==> src/design/libce_pkg.sv <==
// Constants for the loop, increment, branch and call execution block.
// Assumes a 20 MHz core clock and twelve clocks to a machine cycle.
package libce_pkg;
	localparam int CLK_PERIOD_NS = 50;
	localparam int MCYCLE_NS = 600;
	localparam int CLKS_PER_MCYCLE = MCYCLE_NS / CLK_PERIOD_NS;
	localparam logic [1:0] CYC_ONE = 2'h1;
	localparam logic [1:0] CYC_TWO = 2'h2;
	localparam logic [1:0] LEN_TWO = 2'h2;
	localparam logic [1:0] LEN_THREE = 2'h3;
	localparam logic [7:0] OPM_REG = 8'hf8;
	localparam logic [7:0] OPM_IND = 8'hfe;
	localparam logic [7:0] OP_DECREMENT_BRANCH_NONZERO_R = 8'hd8;
	localparam logic [7:0] OP_DECREMENT_BRANCH_NONZERO_D = 8'hd5;
	localparam logic [7:0] OP_INC_A = 8'h04;
	localparam logic [7:0] OP_INC_R = 8'h08;
	localparam logic [7:0] OP_INC_D = 8'h05;
	localparam logic [7:0] OP_INC_I = 8'h06;
	localparam logic [7:0] OP_INC_DP = 8'ha3;
	localparam logic [7:0] OP_JB = 8'h20;
	localparam logic [7:0] OP_JNC = 8'h50;
	localparam logic [7:0] OP_JNZ = 8'h70;
	localparam logic [7:0] OP_JZ = 8'h60;
	localparam logic [7:0] OP_LONG_CALL = 8'h12;
	localparam logic [7:0] BYTE_RST = 8'h00;
	localparam logic [15:0] WORD_RST = 16'h0000;
	localparam logic [5:0] TIMER_RST = 6'h00;
	typedef enum logic [5:0] {
		S_IDLE = 6'b000001,
		S_PTR = 6'b000010,
		S_READ = 6'b000100,
		S_EXEC = 6'b001000,
		S_PUSH = 6'b010000,
		S_WAIT = 6'b100000
	} libce_state_e;
endpackage

==> src/design/libce_rel_adder.sv <==
// Next-address and relative-target adder for the execution block.
// Purely combinational; caller presents the instruction start address.
`timescale 1ns/1ps
module libce_rel_adder
	import libce_pkg::*;
(
	input wire logic [15:0] base,
	input wire logic [1:0] len,
	input wire logic [7:0] rel,
	output logic [15:0] seq,
	output logic [15:0] target
);
	// Sixteen-bit sums drop the carry on purpose: wraps the 64K space
	assign seq = base + {14'h0000, len};
	assign target = seq + {{8{rel[7]}}, rel};
endmodule

==> src/design/libce_mcycle_timer.sv <==
// Machine-cycle timer: paces an instruction to whole machine cycles.
// Loaded in the start cycle; expired is high in the last clock of it.
`timescale 1ns/1ps
module libce_mcycle_timer
	import libce_pkg::*;
#(
	parameter int CLKS = CLKS_PER_MCYCLE
)
(
	input wire logic clk,
	input wire logic rst_n,
	input wire logic load,
	input wire logic [1:0] mcycles,
	output logic expired
);
	logic [5:0] cnt;
	logic [5:0] total;

	// Minus two: one clock for the load itself, one for the final count
	assign total = 6'(32'(mcycles) * CLKS - 2);
	assign expired = (cnt == TIMER_RST);

	always_ff @(posedge clk)
	begin
		if (!rst_n)
			cnt <= TIMER_RST;
		else if (load)
			cnt <= total;
		else if (cnt != TIMER_RST)
			cnt <= cnt - 6'h01;
	end
endmodule

==> src/design/libce_exec.sv <==
// Execution unit for decrement-branch, increments, conditional jumps
// and the long call. Assumes the fetch path presents a whole instruction
// with start, and memory answers a read on the clock after rd_en/bit_en.
`timescale 1ns/1ps
module libce_exec
	import libce_pkg::*;
(
	input wire logic clk,
	input wire logic rst_n,
	input wire logic start,
	input wire logic [7:0] opcode,
	input wire logic [7:0] byte2,
	input wire logic [7:0] byte3,
	input wire logic [15:0] pc_in,
	input wire logic [7:0] acc_in,
	input wire logic carry_in,
	input wire logic [7:0] sp_in,
	input wire logic [15:0] data_pointer_in,
	input wire logic [1:0] reg_bank,
	output logic rd_en,
	output logic [7:0] rd_addr,
	output logic rd_latch,
	input wire logic [7:0] rd_data,
	output logic bit_en,
	output logic [7:0] bit_addr,
	input wire logic bit_data,
	output logic wr_en,
	output logic [7:0] wr_addr,
	output logic [7:0] wr_data,
	output logic [15:0] pc_out,
	output logic pc_load,
	output logic [7:0] acc_out,
	output logic acc_load,
	output logic [7:0] sp_out,
	output logic sp_load,
	output logic [15:0] data_pointer_out,
	output logic data_pointer_load,
	output logic busy,
	output logic done,
	output logic bad_opcode
);
	libce_state_e state;
	libce_state_e next_state;
	logic [7:0] op_r;
	logic [7:0] b2;
	logic [7:0] b3;
	logic [15:0] pc_r;
	logic [7:0] acc_r;
	logic carry_r;
	logic [7:0] sp_r;
	logic [15:0] data_pointer_r;
	logic [1:0] bank_r;
	logic [7:0] op_addr;

	////////////////////////////////////////////////////////////////////
	// Decode

	logic idle;
	logic [7:0] cur_op;
	logic d_decrement_branch_nonzero_r;
	logic d_decrement_branch_nonzero_d;
	logic d_decrement_branch_nonzero;
	logic d_inc_a;
	logic d_inc_r;
	logic d_inc_d;
	logic d_inc_i;
	logic d_inc_m;
	logic d_inc_dp;
	logic d_jb;
	logic d_jnc;
	logic d_jnz;
	logic d_jz;
	logic d_long_call;
	logic d_pcw;
	logic d_legal;
	logic d_read;
	logic [1:0] d_cycles;
	logic [1:0] d_len;

	assign idle = (state == S_IDLE);
	// Decode from the pins while idle so dispatch costs no extra clock
	assign cur_op = idle ? opcode : op_r;
	assign d_decrement_branch_nonzero_r = (cur_op & OPM_REG) == OP_DECREMENT_BRANCH_NONZERO_R;
	assign d_decrement_branch_nonzero_d = (cur_op == OP_DECREMENT_BRANCH_NONZERO_D);
	assign d_decrement_branch_nonzero = d_decrement_branch_nonzero_r | d_decrement_branch_nonzero_d;
	assign d_inc_a = (cur_op == OP_INC_A);
	assign d_inc_r = (cur_op & OPM_REG) == OP_INC_R;
	assign d_inc_d = (cur_op == OP_INC_D);
	assign d_inc_i = (cur_op & OPM_IND) == OP_INC_I;
	assign d_inc_m = d_inc_r | d_inc_d | d_inc_i;
	assign d_inc_dp = (cur_op == OP_INC_DP);
	assign d_jb = (cur_op == OP_JB);
	assign d_jnc = (cur_op == OP_JNC);
	assign d_jnz = (cur_op == OP_JNZ);
	assign d_jz = (cur_op == OP_JZ);
	assign d_long_call = (cur_op == OP_LONG_CALL);
	assign d_pcw = d_decrement_branch_nonzero | d_jb | d_jnc | d_jnz | d_jz | d_long_call;
	assign d_legal = d_pcw | d_inc_a | d_inc_m | d_inc_dp;
	assign d_read = d_decrement_branch_nonzero | d_inc_r | d_inc_d | d_jb;
	// Unknown opcodes burn one machine cycle and are flagged
	assign d_cycles = (d_pcw | d_inc_dp) ? CYC_TWO : CYC_ONE;
	assign d_len = (d_decrement_branch_nonzero_d | d_jb | d_long_call) ? LEN_THREE : LEN_TWO;

	////////////////////////////////////////////////////////////////////
	// Operand access

	logic [7:0] reg_addr;
	logic [7:0] ptr_addr;
	logic [7:0] read_addr;

	assign reg_addr = {3'h0, bank_r, op_r[2:0]};
	assign ptr_addr = {3'h0, bank_r, 2'h0, op_r[0]};
	// Indirect form: pointer value arrives on rd_data in the read state
	assign read_addr = d_inc_i ? rd_data : ((d_decrement_branch_nonzero_r | d_inc_r) ? reg_addr : b2);
	assign rd_en = (state == S_PTR) | ((state == S_READ) & ~d_jb);
	assign rd_addr = (state == S_PTR) ? ptr_addr : read_addr;
	// Only direct bytes can hit a port; read-modify-write uses the latch
	assign rd_latch = (state == S_READ) & (d_decrement_branch_nonzero_d | d_inc_d);
	assign bit_en = (state == S_READ) & d_jb;
	assign bit_addr = b2;

	////////////////////////////////////////////////////////////////////
	// Arithmetic and branch decision

	logic [7:0] res_dec;
	logic [7:0] res_inc;
	logic [15:0] seq_pc;
	logic [15:0] tgt_pc;
	logic [15:0] call_pc;
	logic [7:0] rel;
	logic taken;

	assign res_dec = rd_data - 8'h01;
	assign res_inc = rd_data + 8'h01;
	// Displacement is always the final byte of the instruction
	assign rel = (d_decrement_branch_nonzero_d | d_jb) ? b3 : b2;
	assign call_pc = {b2, b3};
	assign taken = d_decrement_branch_nonzero ? (res_dec != BYTE_RST) :
		d_jb ? bit_data :
		d_jnc ? ~carry_r :
		d_jnz ? (acc_r != BYTE_RST) :
		d_jz & (acc_r == BYTE_RST);

	libce_rel_adder u_rel
	(
		.base(pc_r),
		.len(d_len),
		.rel(rel),
		.seq(seq_pc),
		.target(tgt_pc)
	);

	logic expired;

	libce_mcycle_timer u_timer
	(
		.clk(clk),
		.rst_n(rst_n),
		.load(idle & start),
		.mcycles(d_cycles),
		.expired(expired)
	);

	////////////////////////////////////////////////////////////////////
	// Sequencer

	always_comb
	begin
		next_state = state;
		unique case (state)
			S_IDLE:
				if (start)
					next_state = d_inc_i ? S_PTR : (d_read ? S_READ : S_EXEC);
			S_PTR:
				next_state = S_READ;
			S_READ:
				next_state = S_EXEC;
			S_EXEC:
				next_state = d_long_call ? S_PUSH : S_WAIT;
			S_PUSH:
				next_state = S_WAIT;
			S_WAIT:
				if (expired)
					next_state = S_IDLE;
		endcase
	end

	always_ff @(posedge clk)
	begin
		if (!rst_n)
			state <= S_IDLE;
		else
			state <= next_state;
	end

	// Instruction capture; a start while busy is ignored
	always_ff @(posedge clk)
	begin
		if (!rst_n)
		begin
			op_r <= BYTE_RST;
			b2 <= BYTE_RST;
			b3 <= BYTE_RST;
			pc_r <= WORD_RST;
			acc_r <= BYTE_RST;
			carry_r <= 1'b0;
			sp_r <= BYTE_RST;
			data_pointer_r <= WORD_RST;
			bank_r <= 2'h0;
		end
		else if (idle & start)
		begin
			op_r <= opcode;
			b2 <= byte2;
			b3 <= byte3;
			pc_r <= pc_in;
			acc_r <= acc_in;
			carry_r <= carry_in;
			sp_r <= sp_in;
			data_pointer_r <= data_pointer_in;
			bank_r <= reg_bank;
		end
	end

	always_ff @(posedge clk)
	begin
		if (!rst_n)
			op_addr <= BYTE_RST;
		else if (state == S_READ)
			op_addr <= read_addr;
	end

	////////////////////////////////////////////////////////////////////
	// Results; no flag output exists, so no flag can change

	always_ff @(posedge clk)
	begin
		if (!rst_n)
		begin
			pc_out <= WORD_RST;
			acc_out <= BYTE_RST;
			data_pointer_out <= WORD_RST;
			sp_out <= BYTE_RST;
		end
		else if (state == S_EXEC)
		begin
			pc_out <= d_long_call ? call_pc : (taken ? tgt_pc : seq_pc);
			acc_out <= acc_r + 8'h01;
			data_pointer_out <= data_pointer_r + 16'h0001;
			sp_out <= sp_r + 8'h02;
		end
	end

	// Writes: operand write-back, or the two stack pushes of a call
	always_ff @(posedge clk)
	begin
		if (!rst_n)
		begin
			wr_en <= 1'b0;
			wr_addr <= BYTE_RST;
			wr_data <= BYTE_RST;
		end
		else if (state == S_EXEC)
		begin
			wr_en <= d_decrement_branch_nonzero | d_inc_m | d_long_call;
			wr_addr <= d_long_call ? sp_r + 8'h01 : op_addr;
			wr_data <= d_long_call ? seq_pc[7:0] : (d_decrement_branch_nonzero ? res_dec : res_inc);
		end
		else if (state == S_PUSH)
		begin
			wr_en <= 1'b1;
			wr_addr <= sp_r + 8'h02;
			wr_data <= seq_pc[15:8];
		end
		else
			wr_en <= 1'b0;
	end

	assign busy = ~idle;
	assign done = (state == S_WAIT) & expired;
	assign pc_load = done & d_pcw;
	assign acc_load = done & d_inc_a;
	assign data_pointer_load = done & d_inc_dp;
	assign sp_load = done & d_long_call;
	assign bad_opcode = done & ~d_legal;

	////////////////////////////////////////////////////////////////////
	// Checks

	logic [5:0] elapsed;

	always_ff @(posedge clk)
	begin
		if (!rst_n)
			elapsed <= TIMER_RST;
		else if (idle & start)
			elapsed <= 6'h01;
		else if (~idle)
			elapsed <= elapsed + 6'h01;
	end
endmodule

==> config.mk <==
export PLATFORM = sky130hd
export DESIGN_NAME = libce_exec
export DESIGN_NICKNAME = d
export VERILOG_FILES = /design/src/design/libce_pkg.sv /design/src/design/libce_rel_adder.sv /design/src/design/libce_mcycle_timer.sv /design/src/design/libce_exec.sv
export SDC_FILE = /design/constraint.sdc
export NUM_CORES = 1
export LEC_CHECK = 0
export BUFFER_PORTS_ARGS = -buffer_cell sky130_fd_sc_hd__buf_2
export CAP_MARGIN = 15
export CORE_MARGIN = 1.5
export CORE_UTILIZATION = 50
export CTS_CLUSTER_DIAMETER = 120
export DETAILED_ROUTE_END_ITERATION = 8
export HOLD_SLACK_MARGIN = 0.06
export PLACE_DENSITY = 0.72
export REMOVE_ABC_BUFFERS = 1
export SYNTH_ARGS = -nofsm -noshare
export SYNTH_HDL_FRONTEND = slang
export SYNTH_SLANG_ARGS = --single-unit
export TNS_END_PERCENT = 20
==> constraint.sdc <==
create_clock -name clk -period 4.68 [get_ports clk]
set_input_delay 0.936 -clock clk [delete_from_list [all_inputs] [get_ports clk]]
set_output_delay 0.936 -clock clk [all_outputs]
set_load 0.02 [all_outputs]
# Yosys cells after proc, flatten, opt, wreduce, memory -nomap -nowiden
# Index checks and enable logic that the tools add are counted.
# Widths: inputs -> output; s select.
[totals] regBits=160 out_inout_bits=91 word_cells=125
[op_classes] bitwise_logic=37 n_eq_ne=20 n_mux=30 n_reduce_logical=8 add_sub_neg=10 multipliers=1
[ops] operator="$mux 8" n=12
[ops] operator="$pmux 6 s6" n=1
[ops] operator="$mux 16" n=2
[ops] operator="$mux 6" n=5
[ops] operator="$add 8x1->8 const B" n=3
[ops] operator="$eq 8x7->1 const B" n=3
[ops] operator="$or 1x1->1" n=22
[ops] operator="$add 16x1->16 const B" n=1
[ops] operator="$add 16x16->16" n=1
[ops] operator="$add 16x2->16" n=1
[ops] operator="$eq 8x3->1 const B" n=2
[ops] operator="$eq 8x8->1 const B" n=2
[ops] operator="$reduce_bool 8->1" n=2
[ops] operator="$and 1x1->1" n=11
[ops] operator="$add 8x2->8 const B" n=1
[ops] operator="$eq 8x5->1 const B" n=1
[ops] operator="$eq 8x6->1 const B" n=1
[ops] operator="$logic_not 8->1" n=1
[ops] operator="$mux 4" n=2
[ops] operator="$sub 8x1->8 const B" n=1
[ops] operator="$eq 7x2->1 const B" n=1
[ops] operator="$mux 1" n=7
[ops] operator="$eq 6x1->1 const B" n=1
[ops] operator="$eq 6x2->1 const B" n=1
[ops] operator="other kinds (16)" n=21

# Longest topological paths before layout
# Gate-level depths: netlist of run 1.
[logic_depth] word_depth=14 mapped_depth=25 depth_no_buf=20

# By module
# Synthesis of run 1 repeated with hierarchy kept, for this count alone.
[unflattened] hier_cells=1165 area_unflattened_um2=9176.3
[by_module_without_submodules] module="libce_exec" area_each_um2=7727.4 cells_per_inst=979 n_inst=1
[by_module_without_submodules] module="libce_rel_adder" area_each_um2=1041.0 cells_per_inst=141 n_inst=1
[by_module_without_submodules] module="libce_mcycle_timer" area_each_um2=407.9 cells_per_inst=45 n_inst=1

# Worst setup path before layout of run 1
# Ideal clock, no wire load.
[synth_timing] path_type="register to register" from="register state[5]" to="register pc_out[15]" required_ns=4.568 arrival_ns=5.092 slack_ns=-0.524 period_less_slack_ns=5.204 n_path_buf=4 path_stages_with_launch=24 cell_sequence="dfxtp_1 buf_6 or4b_4 buf_6 nor2_1 mux2_2 nand4_1 clkbuf_1 buf_1 nand2b_1 ha_1 inv_1 ha_1 xnor2_1 ha_1 o21ai_0 o21ai_0 a211oi_1 o21bai_1 maj3_2 a21bo_4 a211oi_2 mux2i_1 a2111oi_1"
[synth_via] elab_chain_cells=10
[synth_rtl] element="start: declaration" line_no="libce_exec.sv:42" text="libce_state_e state;"
[synth_rtl] element="start signal: assignment" line_no="libce_exec.sv:193" text="state <= next_state;"
[synth_rtl] element="$eq 6x1->1" line_no="libce_exec.sv:80" text="assign idle = (state == S_IDLE);"
[synth_rtl] element="$mux 8" line_no="libce_exec.sv:82" text="assign cur_op = idle ? opcode : op_r;"
[synth_rtl] element="$eq 8x8->1 (tied with other cells)" line_no="libce_exec.sv:84" text="assign d_decrement_branch_nonzero_d = (cur_op == OP_DECREMENT_BRANCH_NONZERO_D);"
[synth_rtl] element="$or 1x1->1 / $and 1x1->1 (equally long branches)" line_no="libce_exec.sv:102, libce_exec.sv:136, libce_exec.sv:142"
[synth_rtl] element="$or 1x1->1 / $mux 1 (equally long branches)" line_no="libce_exec.sv:102, libce_exec.sv:141"
[synth_rtl] element="$mux 1, on equally long branches" line_no="libce_exec.sv:102, libce_exec.sv:140"
[synth_rtl] element="$add 16x2->16 / $mux 1 (equally long branches)" line_no="libce_rel_adder.sv:14, libce_exec.sv:139"
[synth_rtl] element="$add 16x16->16 / $mux 1 (equally long branches)" line_no="libce_rel_adder.sv:15, libce_exec.sv:138"
[synth_rtl] element="$mux 16 (2 in series)" line_no="libce_exec.sv:247" text="pc_out <= d_long_call ? call_pc : (taken ? tgt_pc : seq_pc);"
[synth_rtl] element="end signal: assignment" line_no="libce_exec.sv:247"
[synth_rtl] element="end: declaration" line_no="libce_exec.sv:30" text="output logic [15:0] pc_out,"
# Parallel ways exist; a longest one is shown, timed or not.
# A chain may end at the register's enable or synchronous reset.

# Worst setup path after layout of run 1
[layout_timing] from="register state[2]" to="register pc_out[15]"
# The elaborated chain is that of the path after synthesis.

==> impl_results.md, run 1 <==
- Register clock-pin slew on the reported worst setup and hold paths: 70 ps
- Hold path startpoint: sp_out[0]
- Cell type contributing the most total cell area after synthesis: dfxtp_1
- Type of the tightest min-delay check: flop to flop
- First-pass GRT wire length: 40600 um
- Routed length per instance: 16.0 um
- Chip Height: 137 um
- Core area: 17400 um^2
- Count of state elements after synthesis: 160
- Number of top-level pins: 178
- Depth of the most critical reg-to-reg path: 19
- Dominant cells by area after synthesis: dfxtp_1, nand2_1, a21oi_1
- Wire length the detailed router placed on met1: 11400 um
- Required time worst endpoint: 5010 ps
- Met2 routed wirelength: 12400 um
- Fmax achieved: 215 MHz
- NetSw: 0.00205 W
- Total setup violations reported at the end of the flow: 0
- Placement Rows: 48
- Post-synthesis cell count: 1176
- Horiz. Die Dim: 137 um
- Starting DRT DRC Count: 683
- Placer Congestion: 0.911
- Worst setup EP type: flop
- Reg2reg start: state[2]
- Setup clock skew after layout: 11.2 ps
- Synth Area per Inst: 7.59 um^2
- Static leakage: 4.70 nW
- TritonCTS buffer count: 17
- Status: completed
- Number of max-slew violations in the final report: 0
- Total iterations of the first detailed-routing run: 7
- Internal power contribution: 0.00311 W
- Net total in the final layout: 1493
- Largest net degree at the start of global routing: 101
- Proportion of layout cells with a drive suffix above 1: 24.3%
- DR WL met3: 1370 um
- Avg Vias per Cell: 5.59
- Sequential group share of total power: 35.1%
- Count of flip-flops with a built-in enable after synthesis: 0
- Global-route usage over all layers: 27.7%
- Overall via count from detail_route: 9037
- Source of the critical timing path: state[2]
- Register Area: 3200 um^2
- Crit share post-route: 99.2%
- CTS tree: done
- Clk buf depth: 2
- Transition time at the pin with the least slew margin: 1080 ps
- Layout Utilization: 63.9%
- Area growth, synth to finish: 24.3%
- Internal reg-to-reg setup slack: 40 ps
- Number of global-route vias before repair: 8171
- Unique cell type count in the Yosys netlist: 70
- Slew headroom: 27.5%
- End of the worst register-to-register path: pc_out[15]
- Share of synthesized area occupied by flip-flops and latches: 35.9%
- Worst setup path class: flop to flop
- Top routing layer used: met4
- Final hold violation count: 0
- Sink count of the clock tree: 160
- Endpoint, Worst Hold: sp_out[0]
- Effective utilization at floorplan: 51.4%
- Count of warnings emitted by yosys: 0
- Crit path max fanout: 4
- Area share of the leading cell type in the synthesized netlist: 35.9%
- Fin cells: 1618
- Hpwl dp: 18300 um
- Element type at the critical path start: flop
- Worst EP arrival: 4970 ps
- Total instance count after detailed placement: 1579
- Antenna fix cells: 0
- Total length of routed wires: 25900 um
- Mapped cell area: 8930 um^2
- Relative contribution of the clock network to total power: 25.5%
- Post-layout min period: 4640 ps
- Synth Flop Type: dfxtp_1
- Source-to-sink clock delay at the later pin of the worst-skew pair: 430 ps
- Cell at the root of the clock tree: clkbuf_16
- Setup repair after global routing missed its margin: true
- Proportion of power drawn by combinational gates: 39.4%
- Count of port buffers added during placement: 177
- Remaining global-route overflow: 0
- Setup TNS Final: 0 ps
- Cell depth of the worst min-delay path: 2
- Multi-input logic area: 5480 um^2
- DRC Markers: 0
- Power Dens Cells: 465 nW/um^2
- Full die area: 18700 um^2
- Initial antenna violation count: 0
- Maximum ir drop on the vdd rail: 0.000280 V
- Detail Route Antenna Nets: 0
- Filler cell count: 1630
- Total of max-cap violations: 0
- Switching power as a share of total power: 39.7%
- Share of synthesized registers carrying an async set or reset: 0%
- Htree depth: 4
[Yosys cell counts (14+ instances only)]
library cell  count
ha_1             25
a21oi_1         136
inv_1            18
nand3_1          27
a211oi_1         50
nand2_1         245
xor2_1           29
clkbuf_1         57
o21ai_0          39
nand4_1          14
mux2i_1          21
nor2_1          130
dfxtp_1         160
nor3_1           19
xnor2_1          35
[kinds of logic (layout without fill, tap and decap cells)]
logic type               after synthesis  in the layout  synth area share, %
AND/OR/NAND/NOR                      510            510                 25.7
AO/OA/AOI/OAI                        289            289                 20.3
flip-flops                           160            160                 35.9
buffers and inverters                 93            310                 4.11
XOR/XNOR                              64             64                 6.28
multiplexers                          32             32                 3.77
adder cells (fa/ha/maj)               28             28                 3.97
[cell type report]
class                   count  area share (%)
multi-input cells         923            49.4
flip-flops and latches    160            28.9
repair buffers            259            13.6
clock buffers              20            4.03
well taps                 225            2.54
clock inverters            12           0.880
inverters                  19           0.665
[power groups by stage]
stage                     clock network, W  registers [W]  logic [W]
after detailed placement                 0        0.00184    0.00196
after global routing               0.00140        0.00184    0.00224
after global placement                   0        0.00183    0.00194
after floorplan                          0        0.00195    0.00116
final                              0.00132        0.00181    0.00203
after CTS                          0.00134        0.00181    0.00198
[repair_timing]
| item | in CTS | in global routing |
|---|---|---|
| setup endpoints to repair | 4 | 7 |
| gates resized for setup | 6 | 23 |
| hold buffers | 0 | 0 |
| hold endpoints to repair | 0 | 0 |
| pin swaps | 0 | 25 |
| buffers inserted | 0 | 7 |
[through the flow]
step / instance area [um^2] / power [W] / hold slack, ps / worst slack [ps]
final: 11100 / 0.00516 / 454 / 37.7
after global placement: 10400 / 0.00377 / 440 / -383
after global routing: 11100 / 0.00547 / 480 / -202
after floorplan: 8630 / 0.00311 / 430 / -2790
after detailed placement: 10400 / 0.00380 / 446 / -465
after CTS: 11000 / 0.00513 / 455 / 30.6
[worst max path at each step]
stage,to,slack [ps]
2_1_floorplan,pc_out[12],-2790
3_3_place_gp,pc_out[15],-380
3_5_place_dp,pc_out[15],-460
4_1_cts,pc_out[15],30
5_1_grt,pc_out[15],-200
6_report,pc_out[15],40
[placed cells by master (no fill, tap or decap), drive strengths merged, types with 4 or more instances in the layout]
cell / instances
a21o: 6
o221ai: 4
nand2b: 4
nand2: 245
a21oi: 136
nand4: 15
a311oi: 6
nor4b: 5
mux2i: 22
nor4: 6
dfxtp: 160
o211ai: 9
nand3: 27
clkinv: 4
nor2: 130
inv: 25
or3: 7
xor2: 29
a22oi: 5
ha: 25
o21a: 4
or2: 4
nor3: 19
o21ai: 39
and3: 13
nand3b: 7
mux2: 10
xnor2: 35
a211oi: 51
clkbuf: 20
nor3b: 7
buf: 259
[metal layers]
metal / global-route usage [%] / vias to the layer above
met1: 36.2 / 4151
li1: - / 4549
met2: 45.5 / 282
met5: 0 / -
met3: 4.56 / 55
met4: 11.1 / 0
[registers in the layout, summed over array words and instances (netlist names), 16 cells and up]
register	count
pc_r	16
pc_out	16
data_pointer_r	16
data_pointer_out	16
[critical path: stages (launching register included)]
cell and delay [ps]:
dfxtp_2 330, or4b_4 590, nor4b_4 310, or2_4 160
nand4_1 120, nand2b_1 170, ha_2 220, inv_2 50
ha_4 170, nor2_4 80, xor2_1 220, ha_1 280
o21a_1 250, a211oi_2 250, o21bai_1 120, maj3_2 330
a21bo_4 230, a211oi_2 240, mux2i_1 120, a2111oi_2 280
(Power assumes the default switching activity.)
==> run 2: changes to the inputs <==
- CORE_UTILIZATION: 50 -> 56
- PLACE_DENSITY: 0.72 -> 0.77
- clock period: 4.68 -> 4.9 ns (I/O delays scaled with it)
==> impl_results.md, run 2 (synthesis results as in run 1) <==
- Sink count of the clock tree: 160 (unchanged)
- Area growth, synth to finish: 22.0% (was 24.3%)
- Status: completed (unchanged)
- Placement Rows: 45 (was 48)
- Net total in the final layout: 1472 (was 1493)
- Overall via count from detail_route: 8999 (was 9037)
- Worst path setup slack after routing: 266 ps (was 37.7 ps)
- Power Dens Cells: 456 nW/um^2 (was 465 nW/um^2)
- Global-route usage over all layers: 30.8% (was 27.7%)
- Type of the tightest min-delay check: flop to flop (unchanged)
- Count of port buffers added during placement: 177 (unchanged)
- Remaining global-route overflow: 0 (unchanged)
- Delay contributed by the slowest stage of the critical path: 430 ps (was 590 ps)
- Cell-by-cell trace of the critical path: buf_2 > nor4_1 > buf_4 > nand4_1 > nand4_4 > nand2b_1 > ha_2 > inv_1 > ha_1 > inv_1 > buf_4 > fa_1 > a21o_1 > nand2_1 > a21boi_0 > o41ai_1 > buf_4 > maj3_1 > o21ai_1 > o31ai_1 > mux2i_1 > a21oi_1 (was or4b_4 > nor4b_4 > or2_4 > nand4_1 > nand2b_1 > ha_2 > inv_2 > ha_4 > nor2_4 > xor2_1 > ha_1 > o21a_1 > a211oi_2 > o21bai_1 > maj3_2 > a21bo_4 > a211oi_2 > mux2i_1 > a2111oi_2)
- Total iterations of the first detailed-routing run: 5 (was 7)
- Maximum ir drop on the vdd rail: 0.000313 V (was 0.000280 V)
- Total instance count after detailed placement: 1550 (was 1579)
- Commonest non-fill, non-tap cell in the layout: nand2_1 (unchanged)
- Worst setup EP type: flop (unchanged)
- Antenna fix cells: 0 (unchanged)
- Cell at the root of the clock tree: clkbuf_16 (unchanged)
- Avg Vias per Cell: 5.68 (was 5.59)
- Chip Height: 129 um (was 137 um)
- Placer Congestion: 0.934 (was 0.911)
- Dominant cell type by count on the critical path: buf_4 (was a211oi_2)
- Slew headroom: 29.5% (was 27.5%)
- Transition time at the pin with the least slew margin: 1060 ps (was 1080 ps)
- Source-to-sink clock delay at the later pin of the worst-skew pair: 430 ps (about the same)
- Total setup violations reported at the end of the flow: 0 (unchanged)
- Total length of routed wires: 25200 um (was 25900 um)
- Crit share post-route: 94.6%
- Number of global-route vias before repair: 8202 (was 8171)
- Full die area: 16700 um^2 (was 18700 um^2)
- Worst EP arrival: 4950 ps (was 4970 ps)
- Element type at the critical path start: input port (was flop)
- Fin cells: 1583 (was 1618)
- Initial antenna violation count: 0 (unchanged)
- Register Area: 3200 um^2 (about the same)
- Commonest cells after routing, fill and taps aside: nand2_1, buf_2, dfxtp_1 (unchanged)
- Multi-input logic area: 5400 um^2 (was 5480 um^2)
- DRC Markers: 0 (unchanged)
- Placement-stage worst setup slack: -195 ps (was -465 ps)
- Clk buf depth: 2 (unchanged)
- Filler cell count: 1344 (was 1630)
- CTS tree: done (unchanged)
- Register clock-pin slew on the reported worst setup and hold paths: 70 ps (about the same)
- Proportion of layout cells with a drive suffix above 1: 22.4% (was 24.3%)
- CP max-delay cell: fa_1 (was or4b_4)
- Routed length per instance: 16.0 um (about the same)
- Final hold violation count: 0 (unchanged)
- Horiz. Die Dim: 129 um (was 137 um)
- Worst setup path class: input port to flop (was flop to flop)
- Category of cells accounting for the largest share of critical-path delay: adder cells (was simple AND/OR/NAND/NOR gates)
- Number of max-slew violations in the final report: 0 (unchanged)
- Hpwl dp: 17500 um (was 18300 um)
- Largest net degree at the start of global routing: 101 (unchanged)
- Core area: 15400 um^2 (was 17400 um^2)
- Setup clock skew after layout: 12.7 ps (was 11.2 ps)
- Detail Route Antenna Nets: 0 (unchanged)
- Starting DRT DRC Count: 694 (was 683)
- Htree depth: 4 (unchanged)
- Required time worst endpoint: 5220 ps (was 5010 ps)
- Crit path max fanout: 2 (was 4)
- Fmax achieved: 216 MHz
- Effective utilization at floorplan: 58.1% (was 51.4%)
- Number of top-level pins: 178 (unchanged)
- Static leakage: 4.60 nW (was 4.70 nW)
- Post-layout min period: 4630 ps
- Number of buffers and inverters on the critical path: 6 (was 1)
- Total of max-cap violations: 0 (unchanged)
- TritonCTS buffer count: 17 (unchanged)
- First-pass GRT wire length: 40400 um (was 40600 um)
run 2: cell types whose count changed in the layout (fill, tap and decap cells not counted), sizes merged:
cell | previous run | this run
buf | 259 | 238
bufinv | 0 | 2
clkbuf | 20 | 19
clkinvlp | 2 | 1
run 2: report_power, final:
group	switching, W	total (W)	internal (W)
clock	0.000580	0.00137	0.000789
sequential	0.000214	0.00175	0.00153
combinational	0.00114	0.00185	0.000711
total	0.00193	0.00497	0.00303
run 2: final cells by class:
type                    instances  share of cell area, %
multi-input cells             923                   49.6
inverters                      19                  0.678
repair buffers                238                   12.3
clock buffers                  19                   4.16
clock inverters                13                   1.38
well taps                     211                   2.42
flip-flops and latches        160                   29.4
run 2: path summary, 6_finish.rpt:
kind / startpoint / endpoint / slack (ps) / cells past startpoint
worst max-delay path: opcode[0] / pc_out[14] / 270 / 22
worst min-delay path: sp_out[2] / sp_out[2] / 460 / 2
worst max register to register: state[5] / pc_out[14] / 270 / 21
worst min register to register: sp_out[2] / sp_out[2] / 460 / 2
run 2: what timing repair did:
action	4_1_cts	5_1_grt
endpoints found under the hold margin	0	0
setup buffers	0	1
hold buffers	0	0
setup endpoints to repair	0	6
resized for setup	0	10
run 2: worst register-to-register path, delay by kind of cell (launching register included):
family	cells	cell delay, ps
AND/OR/NAND/NOR	5	1170
adder cells (fa/ha/maj)	4	1120
AO/OA/AOI/OAI	6	1040
multiplexers	2	460
buffers and inverters	4	440
flip-flops	1	310
run 2: metal layers:
metal / track usage (%) / vias up / wire length [um]
li1: - / 4493 / -
met3: 5.95 / 44 / 1680
met4: 11.6 / 0 / 567
met2: 52.2 / 311 / 12200
met5: 0 / - / 0
met1: 38.8 / 4151 / 10800
run 2: metrics by stage:
step                utilization (%)  hold slack (ps)  instance area [um^2]  total power (W)  setup TNS (ps)
finish                         70.9              455                 10900          0.00497               0
global route                   70.9              479                 10900          0.00526           -3.75
CTS                            70.6              454                 10900          0.00495               0
detailed placement             66.7              445                 10200          0.00357            -567
global placement               66.7              442                 10200          0.00354            -576
floorplan                         -              430                  8630          0.00297          -90440
==> run 3: changes to the inputs <==
- REMOVE_ABC_BUFFERS: 1 -> unset
==> impl_results.md, run 3 (synthesis results as in run 1) <==
- Element type at the critical path start: flop (was input port)
- Dominant cell type by count on the critical path: a211oi_2 (was buf_4)
- Clk buf depth: 2 (unchanged)
- Post-layout min period: 4670 ps (was 4630 ps)
- Maximum ir drop on the vdd rail: 0.000302 V (was 0.000313 V)
- Switching power as a share of total power: 39.5% (was 38.9%)
- Placement Rows: 45 (unchanged)
- Net total in the final layout: 1464 (was 1472)
- Initial antenna violation count: 0 (unchanged)
- Chip Height: 129 um (unchanged)
- Type of the tightest min-delay check: flop to flop (unchanged)
- Number of max-slew violations in the final report: 0 (unchanged)
- TritonCTS buffer count: 17 (unchanged)
- Status: completed (unchanged)
- Horiz. Die Dim: 129 um (unchanged)
- Placer Congestion: 0.930 (was 0.934)
- Final hold violation count: 0 (unchanged)
- Worst setup EP type: flop (unchanged)
- NetSw: 0.00199 W (was 0.00193 W)
- Remaining global-route overflow: 0 (unchanged)
- Post-detailed-placement cell area: 10200 um^2 (about the same)
- Multi-input logic area: 5440 um^2 (was 5400 um^2)
- Required time worst endpoint: 5210 ps (was 5220 ps)
- Sink count of the clock tree: 160 (unchanged)
- Starting DRT DRC Count: 846 (was 694)
- Effective utilization at floorplan: 58.1% (unchanged)
- Hold_buf cts: 0 (unchanged)
- Slew headroom: 29.7% (was 29.5%)
- Source-to-sink clock delay at the later pin of the worst-skew pair: 430 ps (about the same)
- Hpwl dp: 19000 um (was 17500 um)
- Sequential group share of total power: 34.7% (was 35.2%)
- CTS tree: done (unchanged)
- Layout Utilization: 70.8% (was 70.9%)
- Number of top-level pins: 178 (unchanged)
- Antenna fix cells: 0 (unchanged)
- Proportion of layout cells with a drive suffix above 1: 22.3% (was 22.4%)
- Overall via count from detail_route: 9133 (was 8999)
- Fmax achieved: 214 MHz (was 216 MHz)
- Power Dens Cells: 464 nW/um^2 (was 456 nW/um^2)
- Register clock-pin slew on the reported worst setup and hold paths: 70 ps (about the same)
- Relative contribution of the clock network to total power: 28.1% (was 27.6%)
- Total setup violations reported at the end of the flow: 0 (unchanged)
- Number of buffers and inverters on the critical path: 2 (was 6)
- Crit path max fanout: 7 (was 2)
- Register Area: 3200 um^2 (unchanged)
- Commonest non-fill, non-tap cell in the layout: nand2_1 (unchanged)
- Filler cell count: 1305 (was 1344)
- Fin cells: 1575 (was 1583)
- Area growth, synth to finish: 21.9% (was 22.0%)
- Total of max-cap violations: 0 (unchanged)
- CP max-delay cell: or4b_4 (was fa_1)
- Number of global-route vias before repair: 8207 (was 8202)
- Htree depth: 4 (unchanged)
- Post-route cell area: 10900 um^2 (about the same)
- Cell-by-cell trace of the critical path: or4b_4 > nor2_4 > mux2i_1 > nand4_1 > nand2b_1 > ha_2 > inv_1 > ha_4 > inv_1 > ha_1 > a211oi_2 > o21ai_2 > a211oi_2 > o21bai_1 > maj3_2 > a21bo_4 > a211oi_2 > mux2i_1 > a2111oi_1 (was buf_2 > nor4_1 > buf_4 > nand4_1 > nand4_4 > nand2b_1 > ha_2 > inv_1 > ha_1 > inv_1 > buf_4 > fa_1 > a21o_1 > nand2_1 > a21boi_0 > o41ai_1 > buf_4 > maj3_1 > o21ai_1 > o31ai_1 > mux2i_1 > a21oi_1)
- DRC Markers: 0 (unchanged)
- Total length of routed wires: 27000 um (was 25200 um)
- Transition time at the pin with the least slew margin: 1050 ps (was 1060 ps)
- Detail Route Antenna Nets: 0 (unchanged)
- Delay contributed by the slowest stage of the critical path: 600 ps (was 430 ps)
- Setup clock skew after layout: 10.6 ps (was 12.7 ps)
- Commonest cells after routing, fill and taps aside: nand2_1, buf_2, dfxtp_1 (unchanged)
- First-pass GRT wire length: 41700 um (was 40400 um)
- Static leakage: 4.58 nW (was 4.60 nW)
- Net count after synthesis: 1289
- Internal power contribution: 0.00306 W (was 0.00303 W)
- Avg Vias per Cell: 5.80 (was 5.68)
- Crit share post-route: 95.4% (was 94.6%)
- Routed length per instance: 17.2 um (was 16.0 um)
- Count of port buffers added during placement: 177 (unchanged)
- Full die area: 16700 um^2 (unchanged)
- Cell at the root of the clock tree: clkbuf_16 (unchanged)
- Worst EP arrival: 4990 ps (was 4950 ps)
- Largest net degree at the start of global routing: 92 (was 101)
- Core area: 15400 um^2 (unchanged)
- Hold slack final: 462 ps (was 455 ps)
- Worst path setup slack after routing: 226 ps (was 266 ps)
- Global-route usage over all layers: 32.0% (was 30.8%)
- Proportion of power drawn by combinational gates: 37.2% (about the same)
- Placement-stage worst setup slack: -179 ps (was -195 ps)
- Total iterations of the first detailed-routing run: 8 (was 5)
- Total instance count after detailed placement: 1539 (was 1550)
- Category of cells accounting for the largest share of critical-path delay: compound AO/OA/AOI/OAI gates (was adder cells)
- Worst setup path class: flop to flop (was input port to flop)
==> run 3: area by class of cell <==
class                           instances  share of cell area [%]
Clock buffer                           17                    3.91
Inverter                               19                   0.678
Sequential cell                       160                    29.4
Multi-Input combinational cell        923                    50.0
Tap cell                              211                    2.43
Timing Repair Buffer                  230                    11.8
Clock inverter                         15                    1.78
==> run 3: power by group through the flow <==
stage / logic (W) / clock network, W / registers (W)
floorplan: 0.00118 / 0 / 0.00185
global placement: 0.00180 / 0 / 0.00177
detailed placement: 0.00182 / 0 / 0.00178
CTS: 0.00184 / 0.00143 / 0.00175
global route: 0.00206 / 0.00148 / 0.00178
finish: 0.00188 / 0.00142 / 0.00175
==> run 3: path summary, 6_finish.rpt <==
check / from / to / slack, ps / depth (start not counted)
worst min register to register: sp_out[2] / sp_out[2] / 460 / 2
worst max register to register: state[2] / pc_out[15] / 230 / 19
worst max-delay path: state[2] / pc_out[15] / 230 / 19
worst min-delay path: sp_out[2] / sp_out[2] / 460 / 2
==> run 3: repair_timing <==
item,CTS,global route
resized for setup,0,4
endpoints found under the setup margin,0,6
buffers inserted,0,4
==> run 3: metrics by stage <==
step	power, W	setup TNS (ps)
final	0.00505	0
after global routing	0.00532	-17.9
after CTS	0.00502	0
after detailed placement	0.00360	-352
after global placement	0.00357	-117
after floorplan	0.00303	0
==> run 3: per-layer routing <==
| metal | part of all wire (%) | vias to the layer above | wire length (um) | GRT usage (%) |
|---|---|---|---|---|
| met2 | 48 | 313 | 12900 | 53.3 |
| met5 | 0 | - | 0 | 0 |
| li1 | - | 4481 | - | - |
| met4 | 2.7 | 0 | 733 | 12.8 |
| met3 | 6.4 | 51 | 1730 | 5.66 |
| met1 | 43 | 4288 | 11600 | 41.1 |
==> run 3: worst reg2reg max path, delay by kind of cell, from the launching register on <==
kind | cells | cell delay [ps]
flops | 1 | 320
compound gates | 7 | 1440
fa+ha+maj | 4 | 1170
mux | 2 | 340
buf+inv | 2 | 150
simple gates | 4 | 1150
